**src/verilog/eeprom_access_control_consts.svh**
```systemverilog
// Purpose: offsets, field positions, reset values and counts of the eeprom access controller
// Assumes: registers sit in the 6-bit cpu i/o address space
// Notes: included by bare name, definitions only
// Function
// data register feeds writes, receives reads
// control bits 7:6 read zero
// mode field picks erase+write, erase, write
// mode writes ignored while programming
// reset clears mode unless programming
// ready irq while idle, enabled, global enabled
// arm bit self-clears after four cycles
// busy strobe starts only while armed
// software follows the armed write order
// software avoids eeprom write during flash write
// hardware clears busy when time elapses
// programming start stalls cpu two cycles
// read strobe loads data, stalls four
// no read, no address change while busy
// programming timed by rc oscillator ticks
// software keeps interrupts off during sequence
// software polls busy before reading
// 12-bit address, upper bits read zero
// programming survives a cpu reset
// no second operation while one runs
`ifndef EEPROM_ACCESS_CONTROL_CONSTS_SVH
`define EEPROM_ACCESS_CONTROL_CONSTS_SVH

// i/o addresses
`define NV_CTRL_ADDR 6'h1f
`define NV_DATA_ADDR 6'h20
`define NV_LOC_LO_ADDR 6'h21
`define NV_LOC_HI_ADDR 6'h22

// control register field positions
`define CTRL_READ_BIT 0
`define CTRL_BUSY_BIT 1
`define CTRL_ARM_BIT 2
`define CTRL_RIE_BIT 3
`define CTRL_MODE_LO_BIT 4
`define CTRL_MODE_HI_BIT 5

// reset values
`define DATA_RST 8'h00
`define LOC_RST 12'h000
`define CNT3_ZERO 3'h0

// cycle counts on sys_clk
`define ARM_WINDOW_CYCLES 3'h4
`define STALL_PROG_CYCLES 3'h2
`define STALL_READ_CYCLES 3'h4

// programming length in rc oscillator ticks
`define PROG_TICKS_ATOMIC 26368
`define PROG_TICKS_SPLIT 13959

`endif

```
**src/verilog/eeprom_access_pkg.sv**
```systemverilog
// Purpose: types shared by the eeprom access controller and its programming timer
// Assumes: nothing beyond the constants header
// Notes: state structs hold all flops of each module except the reset synchroniser
package eeprom_access_pkg;

    // programming action selected by the mode field
    typedef enum logic [1:0]
    {
        PM_ATOMIC = 2'b00,
        PM_ERASE = 2'b01,
        PM_WRITE = 2'b10,
        PM_RSVD = 2'b11
    } progMode_t;

    typedef enum logic
    {
        ENG_IDLE = 1'b0,
        ENG_PROG = 1'b1
    } engPhase_t;

    // cpu i/o register access, one request per cycle
    typedef struct packed
    {
        logic wr;
        logic rd;
        logic [5:0] addr;
        logic [7:0] data;
    } ioReq_t;

    // port toward the eeprom array
    typedef struct packed
    {
        logic rdEn;
        logic progStart;
        progMode_t mode;
        logic [11:0] addr;
        logic [7:0] wrData;
        logic busy;
    } memReq_t;

    typedef struct packed
    {
        engPhase_t phase;
        progMode_t mode;
        logic [14:0] ticks;
        logic done;
    } engState_t;

    typedef struct packed
    {
        logic [7:0] dataReg;
        logic [11:0] locReg;
        logic rie;
        logic [2:0] armCnt;
        logic [2:0] stallCnt;
        logic [7:0] rdData;
        logic [7:0] progData;
        logic progStart;
    } ctlState_t;

endpackage

```
**src/verilog/eeprom_access_control.sv**
```systemverilog
// Purpose: cpu i/o register front end of the data eeprom: data, control, address
// Assumes: eeprom array reads combinationally; cpu issues no i/o access while stalled
// Notes: one i/o access per cycle; reads answer one cycle later from a flop
`include "eeprom_access_control_consts.svh"

module eeprom_access_control #(
    parameter int unsigned TICKS_ATOMIC = `PROG_TICKS_ATOMIC,
    parameter int unsigned TICKS_SPLIT = `PROG_TICKS_SPLIT
) (
    // clock, enable, resets
    input wire logic sys_clk,
    input wire logic ce,
    input wire logic nrst,
    input wire logic porN,
    // cpu i/o register access
    input wire eeprom_access_pkg::ioReq_t ioReq,
    output logic [7:0] ioRdData,
    // cpu side status
    input wire logic globalIrqEnable,
    output logic readyIrq,
    output logic cpuStall,
    // rc oscillator tick
    input wire logic rcTick,
    // eeprom array
    input wire logic [7:0] memRdData,
    output eeprom_access_pkg::memReq_t memReq
);

    // reset synchroniser
    logic [1:0] rstPipe_r;
    logic rstN;

    // register side state and its next value
    eeprom_access_pkg::ctlState_t s_r;
    eeprom_access_pkg::ctlState_t s_nxt;

    // decoded control writes
    logic ctlWr;
    logic armed;
    logic progFire;
    logic rdFire;

    // engine status as seen from the register side
    logic engBusy;
    logic engDone;
    logic opBusy;
    eeprom_access_pkg::progMode_t engMode;
    logic [7:0] ctrlView;

    // reset release through two flops; first stage feeds only the second
    // async assert, sync release keeps the state flops clear of recovery trouble
    always_ff @(posedge sys_clk or negedge nrst)
    begin
        if (!nrst)
        begin
            rstPipe_r <= 2'h0;
        end
        else if (ce)
        begin
            rstPipe_r <= {rstPipe_r[0], 1'b1};
        end
    end

    assign rstN = rstPipe_r[1];

    // decode of the control write and the two strobes
    always_comb
    begin
        ctlWr = ioReq.wr && (ioReq.addr == `NV_CTRL_ADDR);
        armed = (s_r.armCnt != `CNT3_ZERO);
        // arm must already be set; same-write arm does not count
        // reserved mode fires nothing: no stall, no start pulse, arm kept
        // busy covers the done cycle too, so a start there is refused
        progFire = ctlWr && ioReq.data[`CTRL_BUSY_BIT] && armed && !opBusy &&
            (ioReq.data[`CTRL_MODE_HI_BIT:`CTRL_MODE_LO_BIT] != 2'h3);
        // a read asked in the same write as a start is dropped
        rdFire = ctlWr && ioReq.data[`CTRL_READ_BIT] && !opBusy && !progFire;
    end

    // control register as software sees it
    always_comb
    begin
        ctrlView = 8'h00;
        ctrlView[`CTRL_MODE_HI_BIT:`CTRL_MODE_LO_BIT] = engMode;
        ctrlView[`CTRL_RIE_BIT] = s_r.rie;
        ctrlView[`CTRL_ARM_BIT] = armed;
        // strobe bit 0 always reads zero; busy is the shared flag
        ctrlView[`CTRL_BUSY_BIT] = opBusy;
    end

    // next state of the register side
    always_comb
    begin
        s_nxt = s_r;
        s_nxt.progStart = 1'b0;

        // arm window: counts down, consumed by a start
        // the window is counted on enabled edges only
        if (armed)
        begin
            s_nxt.armCnt = s_r.armCnt - 3'h1;
        end
        // rewriting a set arm bit does not extend the window
        if (ctlWr && ioReq.data[`CTRL_ARM_BIT] && !armed)
        begin
            s_nxt.armCnt = `ARM_WINDOW_CYCLES;
        end
        if (progFire)
        begin
            s_nxt.armCnt = `CNT3_ZERO;
            s_nxt.progData = s_r.dataReg;
            s_nxt.progStart = 1'b1;
        end

        if (ctlWr)
        begin
            s_nxt.rie = ioReq.data[`CTRL_RIE_BIT];
        end

        // data register: software write or fetched byte
        if (ioReq.wr && ioReq.addr == `NV_DATA_ADDR)
        begin
            s_nxt.dataReg = ioReq.data;
        end
        if (rdFire)
        begin
            s_nxt.dataReg = memRdData;
        end

        // address register frozen while programming
        // the array keeps this address for the whole operation unless a cpu reset clears it
        if (ioReq.wr && !opBusy && ioReq.addr == `NV_LOC_LO_ADDR)
        begin
            s_nxt.locReg[7:0] = ioReq.data;
        end
        if (ioReq.wr && !opBusy && ioReq.addr == `NV_LOC_HI_ADDR)
        begin
            s_nxt.locReg[11:8] = ioReq.data[3:0];
        end

        // cpu stall counter
        // a start and a read never fire together, so their loads never clash
        if (s_r.stallCnt != `CNT3_ZERO)
        begin
            s_nxt.stallCnt = s_r.stallCnt - 3'h1;
        end
        if (progFire)
        begin
            s_nxt.stallCnt = `STALL_PROG_CYCLES;
        end
        if (rdFire)
        begin
            s_nxt.stallCnt = `STALL_READ_CYCLES;
        end

        // read data answers from a flop on the next cycle
        // unmapped addresses answer zero rather than stale data
        if (ioReq.rd)
        begin
            case (ioReq.addr)
                `NV_CTRL_ADDR: s_nxt.rdData = ctrlView;
                `NV_DATA_ADDR: s_nxt.rdData = s_r.dataReg;
                `NV_LOC_LO_ADDR: s_nxt.rdData = s_r.locReg[7:0];
                `NV_LOC_HI_ADDR: s_nxt.rdData = {4'h0, s_r.locReg[11:8]};
                default: s_nxt.rdData = 8'h00;
            endcase
        end
    end

    // register side state, cleared by the synchronised cpu reset
    // engine flops live in the timer, so this reset cannot cut an operation short
    always_ff @(posedge sys_clk or negedge rstN)
    begin
        if (!rstN)
        begin
            s_r <= '0;
        end
        else if (ce)
        begin
            s_r <= s_nxt;
        end
    end

    // engine keeps running through a cpu reset
    // mode writes are refused in the done cycle too, while busy still reads one
    nv_prog_timer #(
        .TICKS_ATOMIC(TICKS_ATOMIC),
        .TICKS_SPLIT(TICKS_SPLIT)
    ) progTimer (
        .clk(sys_clk),
        .ce(ce),
        .porN(porN),
        .cpuRstActive(!rstN),
        .start(progFire),
        .modeWrEn(ctlWr && !opBusy),
        .modeWrVal(eeprom_access_pkg::progMode_t'(
            ioReq.data[`CTRL_MODE_HI_BIT:`CTRL_MODE_LO_BIT])),
        .rcTick(rcTick),
        .busy(engBusy),
        .mode(engMode),
        .done(engDone)
    );

    // done cycle counts as busy so status, irq and array port agree
    assign opBusy = engBusy || engDone;

    // level request, held while the engine is idle and both rie and the global enable are set
    assign readyIrq = s_r.rie && globalIrqEnable && !opBusy;
    assign cpuStall = (s_r.stallCnt != `CNT3_ZERO);
    assign ioRdData = s_r.rdData;

    // array port; address writes are blocked during programming, but a cpu reset clears the address
    always_comb
    begin
        memReq.rdEn = rdFire;
        memReq.progStart = s_r.progStart;
        memReq.mode = engMode;
        memReq.addr = s_r.locReg;
        memReq.wrData = s_r.progData;
        // busy reaches the array through the one shared flag
        memReq.busy = opBusy;
    end

endmodule

```
**src/verilog/nv_prog_timer.sv**
```systemverilog
// Purpose: programming engine, holds mode field and times an operation in rc ticks
// Assumes: rcTick is a one-cycle pulse per rc oscillator period, synchronous to clk
// Notes: reset only by the power-on reset so a cpu reset never aborts programming
`include "eeprom_access_control_consts.svh"

module nv_prog_timer #(
    parameter int unsigned TICKS_ATOMIC = `PROG_TICKS_ATOMIC,
    parameter int unsigned TICKS_SPLIT = `PROG_TICKS_SPLIT
) (
    // clock, enable, power-on reset
    input wire logic clk,
    input wire logic ce,
    input wire logic porN,
    // requests from the register side
    input wire logic cpuRstActive,
    input wire logic start,
    input wire logic modeWrEn,
    input wire eeprom_access_pkg::progMode_t modeWrVal,
    input wire logic rcTick,
    // status
    output logic busy,
    output eeprom_access_pkg::progMode_t mode,
    output logic done
);

    localparam logic [14:0] LOAD_ATOMIC = 15'(TICKS_ATOMIC - 1);
    localparam logic [14:0] LOAD_SPLIT = 15'(TICKS_SPLIT - 1);

    eeprom_access_pkg::engState_t s_r;
    eeprom_access_pkg::engState_t s_nxt;
    eeprom_access_pkg::progMode_t useMode;

    // next state: mode field, start, tick countdown
    always_comb
    begin
        s_nxt = s_r;
        s_nxt.done = 1'b0;
        useMode = modeWrEn ? modeWrVal : s_r.mode;
        case (s_r.phase)
            eeprom_access_pkg::ENG_IDLE:
            begin
                if (cpuRstActive)
                begin
                    s_nxt.mode = eeprom_access_pkg::PM_ATOMIC;
                end
                else if (modeWrEn)
                begin
                    s_nxt.mode = modeWrVal;
                end
                // reserved mode starts nothing
                if (start && !cpuRstActive && useMode != eeprom_access_pkg::PM_RSVD)
                begin
                    s_nxt.phase = eeprom_access_pkg::ENG_PROG;
                    s_nxt.ticks = (useMode == eeprom_access_pkg::PM_ATOMIC) ?
                        LOAD_ATOMIC : LOAD_SPLIT;
                end
            end
            // mode writes and resets fall through untouched here
            eeprom_access_pkg::ENG_PROG:
            begin
                if (rcTick)
                begin
                    if (s_r.ticks == 15'h0000)
                    begin
                        s_nxt.phase = eeprom_access_pkg::ENG_IDLE;
                        s_nxt.done = 1'b1;
                    end
                    else
                    begin
                        s_nxt.ticks = s_r.ticks - 15'h0001;
                    end
                end
            end
            default:
            begin
                s_nxt.phase = eeprom_access_pkg::ENG_IDLE;
            end
        endcase
    end

    // only power-on reset clears the engine
    always_ff @(posedge clk or negedge porN)
    begin
        if (!porN)
        begin
            s_r <= '0;
        end
        else if (ce)
        begin
            s_r <= s_nxt;
        end
    end

    assign busy = (s_r.phase == eeprom_access_pkg::ENG_PROG);
    assign mode = s_r.mode;
    assign done = s_r.done;

endmodule
```
**config.mk**
```make
export PLATFORM = sky130hd
export DESIGN_NAME = eeprom_access_control
export DESIGN_NICKNAME = d
export VERILOG_FILES = /design/src/verilog/eeprom_access_pkg.sv /design/src/verilog/eeprom_access_control.sv /design/src/verilog/nv_prog_timer.sv
export VERILOG_INCLUDE_DIRS = /design/src /design/src/verilog
export SDC_FILE = /design/constraint.sdc
export NUM_CORES = 1
export LEC_CHECK = 0
export ABC_CLOCK_PERIOD_IN_PS = 2430
export BUFFER_PORTS_ARGS = -buffer_cell sky130_fd_sc_hd__buf_4
export CORE_ASPECT_RATIO = 0.6
export CORE_MARGIN = 4
export CORE_UTILIZATION = 35
export CTS_CLUSTER_DIAMETER = 40
export DETAILED_ROUTE_END_ITERATION = 10
export REMOVE_ABC_BUFFERS = 1
export SLEW_MARGIN = 10
export SYNTH_ARGS = -nofsm -noshare
export SYNTH_HDL_FRONTEND = slang
export SYNTH_SLANG_ARGS = --single-unit
```
**constraint.sdc**
```tcl
create_clock -name sys_clk -period 2.43 [get_ports sys_clk]
set_clock_uncertainty 0.05 [all_clocks]
set_input_delay 0.3645 -clock sys_clk [delete_from_list [all_inputs] [get_ports sys_clk]]
set_output_delay 0.3645 -clock sys_clk [all_outputs]
set_load 0.02 [all_outputs]
```
==> results of run 1 <==
-- state kept, by name, indices dropped and copies added, names as in the netlist --
register	cells
s_r	14
memReq	21
rstPipe_r	2
ctrlView	1
progTimer.mode	2
progTimer.busy	1
progTimer.s_r	15
ioRdData	8
progTimer.done	1
-- power by group through the flow --
stage | sequential (mW) | combinational, mW | clock, mW
floorplan | 1.42 | 0.492 | 0
global placement | 1.43 | 0.768 | 0
detailed placement | 1.43 | 0.799 | 0
CTS | 1.42 | 0.806 | 1.35
global route | 1.45 | 0.918 | 1.41
finish | 1.42 | 0.804 | 1.33
-- cells by family (layout without fill, tap and decap cells) --
group / count (synthesis) / after routing / share of synthesized area
flops: 65 / 65 / 0.455
fa+ha+maj: 5 / 5 / 0.0175
simple gates: 90 / 90 / 0.144
compound gates: 84 / 84 / 0.151
mux: 42 / 42 / 0.132
buf+inv: 61 / 121 / 0.0995
-- stage by stage --
step                setup TNS [ns]  instances
floorplan                    -1.65        304
CTS                              0        542
detailed placement               0        524
finish                           0        542
global route                     0        542
global placement                 0        524
-- cell usage in the layout, fill, tap and decap left out, drive strengths merged, types with 3 or more instances in the layout --
master,n
nor2,18
dfrtp,65
a22o,8
and3,4
mux2,41
nor3,10
nand3,10
nor3b,3
ha,5
a21oi,18
nand2,21
and2,4
a22oi,3
o21ai,30
nand3b,4
clkbuf,12
buf,85
a221o,3
nand2b,3
a31oi,5
nor4,4
inv,18
-- worst min path at each step --
stage / startpoint / end / slack, ns
3_3_place_gp: nrst / rstPipe_r[0] / 0.1
5_1_grt: ioReq[6] / memReq[15] / 0.23
3_5_place_dp: nrst / rstPipe_r[0] / 0.1
2_1_floorplan: porN / progTimer.busy / 0.02
6_report: ioReq[7] / memReq[16] / 0.23
4_1_cts: ioReq[7] / memReq[16] / 0.23
-- routing by layer --
layer,vias to the layer above,share of wire
met5,-,0
met1,1413,0.52
met4,0,0.010
met3,11,0.080
li1,1345,-
met2,116,0.39
-- area by class of cell --
class                           instances  area [sq um]  share of cell area
Inverter                               18          67.6              0.0152
Sequential cell                        65          1630               0.367
Multi-Input combinational cell        221          1590               0.359
Tap cell                              135           169              0.0381
Clock inverter                          4          51.3              0.0116
Timing Repair Buffer                   87           671               0.151
Clock buffer                           12           256              0.0579
-- timing repair --
item	in CTS	in global routing
setup endpoints to repair	0	0
resized for setup	0	0
endpoints found under the hold margin	21	0
hold buffers	2	0
==> run metrics, run 1 <==
setup violators final=0; cell row count=28; count of input and output buffers=64; worst hold path type=primary input to register; minimum clock period after layout=2.33 ns; average wire per standard cell=17.8 microns; reg2reg setup slack=0.10 ns; CTS root buf=clkbuf_16; power density over cell area=801 nW/um^2; number of global-route vias before repair=2906; fraction of the yosys area taken by sequential cells=0.455; static leakage=2.09 nW; Setup crit start=progTimer.done; maximum fanout count along the critical path=7; clock buffer count from CTS=9; Syn Std Cell Area=3570 sq um; layout overhead on the synthesized area=24.1%; overall die area=11900 sq um; arrival time at the worst endpoint=2.48 ns; worst supply voltage drop on vdd=361 uV; cells taking the most area after synthesis=dfrtp_1 (46%), mux2_2 (11%), buf_4 (6.9%); Detail Placement HPWL=7180 microns; worst flop-to-flop path endpoint=s_r[38]; post-detailed-routing wire length=9640 microns; number of fill cells=946; buffer and inverter count on the worst path=2; post-DR vias/cell=5.32; most frequently used cell type in the post-synthesis netlist=dfrtp_1; cell depth of the worst hold path=2; Peak Freq=0.430 GHz; Reg clk slew, reported paths=0.06 ns; TritonCTS clock tree=yes; die height=86.3 microns; Post CTS Setup Buffer Count=0; pin count of the biggest net entering global routing=47; Global Route Usage Sum=0.169; Max-slew headroom=0.591; Least-Margin Pin Slew=0.614 ns; cell family with the largest share of critical-path delay=simple AND/OR/NAND/NOR gates; wire length of the first global-routing pass=15800 microns; post-detailed-route count of antenna-violating nets=0; largest stage delay on the critical path=0.57 ns; data required time at the worst endpoint=2.59 ns; nets=437; switching part of the total power=0.303; CTS H-tree depth=3; CP Cell Sequence=nor2_2, inv_2, or4_1, nor3b_4, buf_12, mux2_1, mux2_2; Worst path depth=7; dpl cell area=4110 sq um; FF-to-FF path depth=7; initial antenna violation count=0; start-to-end type of the worst setup path=register to register; placer's final routability congestion estimate=0.833; Crit. End Element=register; clock network fraction of total power=0.374; final global-route overflow total=0; Reg power frac=0.400; GR met1 Demand/Resource=0.257; met3 layer usage reported by global route=0.0590; number of warnings printed during yosys synthesis=0; worst path setup slack after routing=0.105 ns; DRC=0; RSZ-0062 raised after global routing=false; Final Util=0.447; Commonest cells post-synth=dfrtp_1 (65), mux2_2 (34), buf_4 (33); Period Utilization, post-route=0.957; cell at the slowest stage of the critical path=or4_1; Inserted Diodes=0; cell area after layout=4430 sq um; global-route met2 utilization=0.228; status=complete, no violations; fraction of registers with async set or reset after synthesis=1.00; overall power consumption=3.55 mW; clock sink total=65; kind of start point of the critical path=register; flops & latches, synth=65; synthesized area divided by synthesized cell count=10.3 sq um; switching power total=1.08 mW; source-to-sink clock delay at the later pin of the worst-skew pair=0.33 ns; max-capacitance violation count=0; count of flip-flops with a built-in enable after synthesis=0; startpoint of the lowest-slack register-to-register path=progTimer.done; Internal=2.48 mW; cell count after synthesis=347; dominant cell type by area after synthesis=dfrtp_1; count of unique library cells instantiated by Yosys=54; placement-stage worst setup slack=0.0667 ns; final number of hold-violating endpoints=0; via count of the routed design=2885; count of routing violations after the opening detailed-route iteration=257; number of search-and-repair iterations in the first detailed-routing pass=8; share of the synthesized area in the top cell type=0.455; fraction of layout cells with a size suffix above 1=0.369; combinational power share=0.226; endpoint of the most critical setup path=s_r[38]; die outline width=138 microns; Max Root-Sink Buffers=2; starting utilization of the core area=0.360; Top FF cell, synth=dfrtp_1; Final Slew Violations=0; Top Usage Layer GRT=met1; worst hold slack across all endpoints=0.235 ns; number of top-level pins=65; standard cell core area=9910 sq um
No activity file was read; power rests on OpenSTA's default activity.
==> run 2: changes to the inputs <==
--- a/config.mk
+++ b/config.mk
@@ -10,9 +10,10 @@
 export BUFFER_PORTS_ARGS = -buffer_cell sky130_fd_sc_hd__buf_4
 export CORE_ASPECT_RATIO = 0.6
 export CORE_MARGIN = 4
-export CORE_UTILIZATION = 35
+export CORE_UTILIZATION = 56
 export CTS_CLUSTER_DIAMETER = 40
 export DETAILED_ROUTE_END_ITERATION = 10
+export PLACE_DENSITY = 0.8
 export REMOVE_ABC_BUFFERS = 1
 export SLEW_MARGIN = 10
 export SYNTH_ARGS = -nofsm -noshare
==> run 2 against run 1 <==
Critical path depth unchanged. Sequential power about the same. Cell area down 4.6%. Routed wire length down 11%. Worst setup slack better by 0.016 ns. Die area down 35%. Sequential share of layout area up 1.8 points. Core utilization up 24 points.
==> run metrics, run 2 (synthesis results as in run 1) <==
average wire per standard cell=17.6 microns (was 17.8 microns); minimum clock period after layout=2.31 ns (was 2.33 ns); CTS H-tree depth=3 (unchanged); TritonCTS clock tree=yes (unchanged); number of search-and-repair iterations in the first detailed-routing pass=5 (was 8); final number of hold-violating endpoints=0 (unchanged); starting utilization of the core area=0.582 (was 0.360); cell family with the largest share of critical-path delay=simple AND/OR/NAND/NOR gates (unchanged); startpoint of the lowest-slack register-to-register path=progTimer.done (unchanged); worst flop-to-flop path endpoint=s_r[42] (was s_r[38]); number of top-level pins=65 (unchanged); cell depth of the worst hold path=2 (unchanged); die outline width=111 microns (was 138 microns); Least-Margin Pin Slew=0.581 ns (was 0.614 ns); overall power consumption=2.99 mW (was 3.55 mW); Setup crit start=progTimer.done (unchanged); maximum fanout count along the critical path=4 (was 7); number of flip-flops in the largest register=21 (unchanged); layout overhead on the synthesized area=18.4% (was 24.1%); kind of start point of the critical path=register (unchanged); Final Slew Violations=0 (unchanged); source-to-sink clock delay at the later pin of the worst-skew pair=0.33 ns (about the same); placement-stage worst setup slack=0.0485 ns (was 0.0667 ns); Reg power frac=0.476 (was 0.400); DRC=0 (unchanged); Internal=2.02 mW (was 2.48 mW); post-detailed-route count of antenna-violating nets=0 (unchanged); CTS root buf=clkbuf_8 (was clkbuf_16); number of placed instances, taps included=475 (was 524); post-detailed-routing wire length=8630 microns (was 9640 microns); clock network fraction of total power=0.263 (was 0.374); final cell count without fillers=490 (was 542); FF-to-FF path depth=7 (unchanged); die height=69.9 microns (was 86.3 microns); worst supply voltage drop on vdd=519 uV (was 361 uV); worst path setup slack after routing=0.121 ns (was 0.105 ns); fraction of layout cells with a size suffix above 1=0.369 (about the same); switching power total=0.971 mW (was 1.08 mW); pin count of the biggest net entering global routing=47 (unchanged); Post CTS Setup Buffer Count=0 (unchanged); leading cell types in the layout, fill and taps excluded=buf_4 (87), dfrtp_1 (64), mux2_2 (34), o21ai_0 (30), nand2_1 (20) (was buf_4 (84), dfrtp_1 (64), mux2_2 (34), o21ai_0 (30), nand2_1 (20)); Worst path depth=7 (unchanged); combinational power share=0.261 (was 0.226); via count of the routed design=2856 (was 2885); Reg clk slew, reported paths=0.06 ns (about the same); placer's final routability congestion estimate=0.926 (was 0.833); start-to-end type of the worst setup path=register to register (unchanged); switching part of the total power=0.324 (was 0.303); number of global-route vias before repair=2802 (was 2906); overall die area=7760 sq um (was 11900 sq um); clock buffer count from CTS=9 (unchanged); CP Cell Sequence=nor2_2, inv_2, or4_4, nor3b_4, buf_4, mux2_1, mux2_2 (was nor2_2, inv_2, or4_1, nor3b_4, buf_12, mux2_1, mux2_2); buffer and inverter count on the worst path=2 (unchanged); endpoint of the most critical setup path=s_r[42] (was s_r[38]); static leakage=2.04 nW (was 2.09 nW); wire length of the first global-routing pass=14500 microns (was 15800 microns); worst hold path type=primary input to register (unchanged); reg2reg setup slack=0.12 ns (was 0.10 ns); initial antenna violation count=0 (unchanged); Peak Freq=0.433 GHz (was 0.430 GHz); nets=439 (was 437); cell row count=22 (was 28); data required time at the worst endpoint=2.59 ns (about the same); Detail Placement HPWL=6640 microns (was 7180 microns); cell at the slowest stage of the critical path=or4_4 (was or4_1); max-capacitance violation count=0 (unchanged); Period Utilization, post-route=0.950 (was 0.957); RSZ-0062 raised after global routing=false (unchanged); power density over cell area=708 nW/um^2 (was 801 nW/um^2); Inserted Diodes=0 (unchanged); arrival time at the worst endpoint=2.47 ns (was 2.48 ns); count of routing violations after the opening detailed-route iteration=240 (was 257); count of input and output buffers=64 (unchanged); final global-route overflow total=0 (unchanged); standard cell core area=6140 sq um (was 9910 sq um); status=complete, no violations (unchanged); clock sink total=65 (unchanged); largest stage delay on the critical path=0.54 ns (was 0.57 ns); Max-slew headroom=0.609 (was 0.591); Crit. End Element=register (unchanged); most common cell after layout, fill and taps aside=buf_4 (unchanged); post-DR vias/cell=5.83 (was 5.32); Global Route Usage Sum=0.235 (was 0.169); Max Root-Sink Buffers=2 (unchanged); setup violators final=0 (unchanged)
-- run 2: how the worst min path moves through the flow --
stage,from,end
3_5_place_dp,nrst,rstPipe_r[0]
2_1_floorplan,porN,progTimer.busy
5_1_grt,ioReq[6],memReq[15]
4_1_cts,ioReq[6],memReq[15]
3_3_place_gp,nrst,rstPipe_r[0]
6_report,ioReq[6],memReq[15]
-- run 2: per-stage QoR --
step | TNS (ns) | cell area (sq um) | hold slack, ns | utilization
3_3_place_gp | 0 | 4040 | 0.0982 | 0.659
4_1_cts | 0 | 4220 | 0.212 | 0.688
5_1_grt | 0 | 4230 | 0.223 | 0.689
6_report | 0 | 4230 | 0.225 | 0.689
2_1_floorplan | -1.65 | 3280 | 0.0189 | -
3_5_place_dp | 0 | 4040 | 0.102 | 0.659
-- run 2: per-layer routing --
layer | vias to the layer above | GRT usage | routed length (microns)
met5 | - | 0 | 0
met4 | 0 | 0.0526 | 75
met3 | 9 | 0.0736 | 628
met2 | 105 | 0.331 | 3670
met1 | 1404 | 0.354 | 4260
li1 | 1338 | - | -
-- run 2: power by group through the flow --
stage          Clock [mW]  Sequential [mW]  Combinational [mW]
3_5_place_dp            0             1.43               0.775
5_1_grt             0.863             1.45               0.882
2_1_floorplan           0             1.42               0.492
6_report            0.786             1.42               0.783
3_3_place_gp            0             1.43               0.739
4_1_cts             0.803             1.42               0.781
-- run 2: timing repair --
action                                 in CTS  in global routing
setup endpoints to repair                   0                  5
resized for setup                           0                  1
endpoints found under the hold margin      21                  0
hold buffers                                2                  0
-- run 2: worst register-to-register path, stage by stage, from the launching register on --
cell and delay (ns):
dfrtp_1 0.40, nor2_2 0.15, inv_2 0.07, or4_4 0.54, nor3b_4 0.22, buf_4 0.18
mux2_1 0.32, mux2_2 0.27
-- run 2: cell type report --
cell class,count,area (sq um)
fillers,475,1910
flip-flops and latches,65,1630
multi-input cells,221,1590
repair buffers,89,673
clock buffers,12,155
well taps,84,105
inverters,18,67.6
clock inverters,1,5.00
==> run 3: changes to the inputs <==
--- a/config.mk
+++ b/config.mk
@@ -11,7 +11,7 @@
 export CORE_ASPECT_RATIO = 0.6
 export CORE_MARGIN = 4
 export CORE_UTILIZATION = 56
-export CTS_CLUSTER_DIAMETER = 40
+export CTS_CLUSTER_DIAMETER = 200
 export DETAILED_ROUTE_END_ITERATION = 10
 export PLACE_DENSITY = 0.8
 export REMOVE_ABC_BUFFERS = 1
==> constraint.sdc (replaced) <==
create_clock -name sys_clk -period 2.43 [get_ports sys_clk]
set_clock_uncertainty 0.05 [all_clocks]
set_input_delay 0.729 -clock sys_clk [delete_from_list [all_inputs] [get_ports sys_clk]]
set_output_delay 0.729 -clock sys_clk [all_outputs]
set_load 0.02 [all_outputs]
==> run 3 against run 2 <==
The run now ends with negative setup slack left. Combinational power up 6.1%. Maximum frequency down 7.3%. Critical path depth unchanged. Clock-buffer cell count down 2. Register-to-register slack got worse by 0.07 ns. Via count rose by 5.7%.
==> run metrics, run 3 (synthesis results as in run 1) <==
standard cell core area=6140 sq um (unchanged); Inserted Diodes=0 (unchanged); die height=69.9 microns (unchanged); number of global-route vias before repair=2931 (was 2802); final number of hold-violating endpoints=0 (unchanged); average wire per standard cell=18.5 microns (was 17.6 microns); violated checks=negative setup slack; number of fill cells=426 (was 475); fraction of layout cells with a size suffix above 1=0.411 (was 0.369); TritonCTS clock tree=yes (unchanged); RSZ-0062 raised after global routing=true (was false); Detail Placement HPWL=6810 microns (was 6640 microns); TNS Setup=-0.0602 ns (was 0 ns); Reg clk slew, reported paths=0.08 ns (was 0.06 ns); wire length of the first global-routing pass=15400 microns (was 14500 microns); Least-Margin Pin Slew=0.469 ns (was 0.581 ns); worst hold path type=register to asynchronous set/reset pin (was primary input to register); overall die area=7760 sq um (unchanged); status=finished, violations left (was complete, no violations); library cell appearing most often on the critical path=buf_6; metal1 wirelength=4260 microns (about the same); layout overhead on the synthesized area=24.6% (was 18.4%); Max Root-Sink Buffers=2 (unchanged); worst supply voltage drop on vdd=387 uV (was 519 uV); cell family with the largest share of critical-path delay=buffers and inverters (was simple AND/OR/NAND/NOR gates); Hold Buf Count CTS=0 (was 2); count of routing violations after the opening detailed-route iteration=193 (was 240); Setup crit start=ioReq[10] (was progTimer.done); Final Slew Violations=0 (unchanged); number of search-and-repair iterations in the first detailed-routing pass=5 (unchanged); max-capacitance violation count=0 (unchanged); clock sink total=65 (unchanged); cell row count=22 (unchanged); Period Utilization, post-route=1.02 (was 0.950); buffer and inverter count on the worst path=4 (was 2); pin count of the biggest net entering global routing=36 (was 47); CTS root buf=clkbuf_8 (unchanged); WL met3=851 microns (was 628 microns); CP Cell Sequence=buf_6, nand4_4, buf_6, nor4_4, buf_4, and3_4, buf_6 (was nor2_2, inv_2, or4_4, nor3b_4, buf_4, mux2_1, mux2_2); Max-slew headroom=0.687 (was 0.609); nets=456 (was 439); number of flip-flops in the largest register=21 (unchanged); setup violators final=1 (was 0); maximum fanout count along the critical path=2 (was 4); number of top-level pins=65 (unchanged); Routed met2 length=4230 microns (was 3670 microns); post-detailed-routing wire length=9450 microns (was 8630 microns); die outline width=111 microns (unchanged); count of input and output buffers=64 (unchanged); start-to-end type of the worst setup path=primary input to output pin (was register to register); worst path setup slack after routing=-0.0602 ns (was 0.121 ns); placer's final routability congestion estimate=0.869 (was 0.926); starting utilization of the core area=0.582 (unchanged); initial antenna violation count=0 (unchanged); data required time at the worst endpoint=1.65 ns (was 2.59 ns); Global Route Usage Sum=0.251 (was 0.235); final global-route overflow total=0 (unchanged); post-detailed-route count of antenna-violating nets=0 (unchanged); Crit. End Element=output pin (was register); most common cell after layout, fill and taps aside=buf_4 (unchanged); static leakage=2.14 nW (was 2.04 nW); CTS H-tree depth=3 (unchanged); DRC=0 (unchanged); minimum clock period after layout=2.49 ns (was 2.31 ns); largest stage delay on the critical path=0.21 ns (was 0.54 ns); cell at the slowest stage of the critical path=nor4_4 (was or4_4); startpoint of the lowest-slack register-to-register path=progTimer.busy (was progTimer.done); kind of start point of the critical path=primary input (was register); Top Metal Used=met4 (unchanged); arrival time at the worst endpoint=1.71 ns (was 2.47 ns); post-DR vias/cell=5.92 (was 5.83); leading cell types in the layout, fill and taps excluded=buf_4 (99), dfrtp_1 (64), mux2_2 (34), o21ai_0 (30), nand2_1 (20) (was buf_4 (87), dfrtp_1 (64), mux2_2 (34), o21ai_0 (30), nand2_1 (20)); power density over cell area=721 nW/um^2 (was 708 nW/um^2); source-to-sink clock delay at the later pin of the worst-skew pair=0.35 ns (was 0.33 ns); overall power consumption=3.21 mW (was 2.99 mW); clock buffer count from CTS=9 (unchanged); via count of the routed design=3018 (was 2856); Peak Freq=0.402 GHz (was 0.433 GHz)
## run 3: cell types whose count changed in the layout (fill, tap and decap cells not counted), sizes merged
| cell | previous run | this run |
|---|---|---|
| buf | 87 | 106 |
| bufinv | 0 | 1 |
| clkbuf | 12 | 10 |
| clkinvlp | 0 | 3 |
| dlygate4sd3 | 2 | 0 |
| inv | 18 | 19 |
## run 3: repair_timing
action / CTS / global route
gates resized for setup: 13 / 0
endpoints found under the setup margin: 1 / 6
buffers inserted: 2 / 0
pin swaps: 2 / 1
## run 3: report_power, final
group	leakage [nW]	switching, mW	total (mW)	internal (mW)
clock network	0.0949	0.455	0.958	0.503
logic	1.19	0.446	0.831	0.385
registers	0.857	0.161	1.42	1.26
## run 3: worst paths after layout
| kind | slack (ns) | end | depth (start not counted) |
|---|---|---|---|
| setup / recovery | -0.06 | memReq[24] | 7 |
| max in group asynchronous | 1.47 | s_r[19] | 1 |
| hold reg to reg | 0.09 | memReq[5] | 0 |
| hold / removal | 0.09 | memReq[5] | 0 |
| min in group sys_clk | 0.42 | rstPipe_r[0] | 1 |
| setup reg to reg | 0.05 | s_r[40] | 7 |
## run 3: final cells by class
cell class,count,area (sq um),area share
Clock inverter,6,66.3,0.0149
Sequential cell,65,1630,0.366
Multi-Input combinational cell,221,1620,0.364
Clock buffer,10,138,0.0309
Tap cell,84,105,0.0236
Timing Repair Buffer,106,826,0.186
Inverter,18,67.6,0.0152
## run 3: metal layers
metal | up-vias | global-route usage
met5 | - | 0
met4 | 0 | 0.0675
met3 | 15 | 0.0840
met2 | 127 | 0.370
met1 | 1500 | 0.356
li1 | 1376 | -
## run 3: through the flow
step	instances	hold WS [ns]	setup WS (ns)	area [sq um]	util
CTS	510	0.0872	-0.0654	4450	0.725
finish	510	0.0909	-0.0602	4450	0.725
global placement	492	0.0885	-0.229	4170	0.680
detailed placement	492	0.0918	-0.273	4170	0.680
floorplan	304	0.381	-0.205	3280	-
global route	510	0.0762	-0.141	4450	0.725
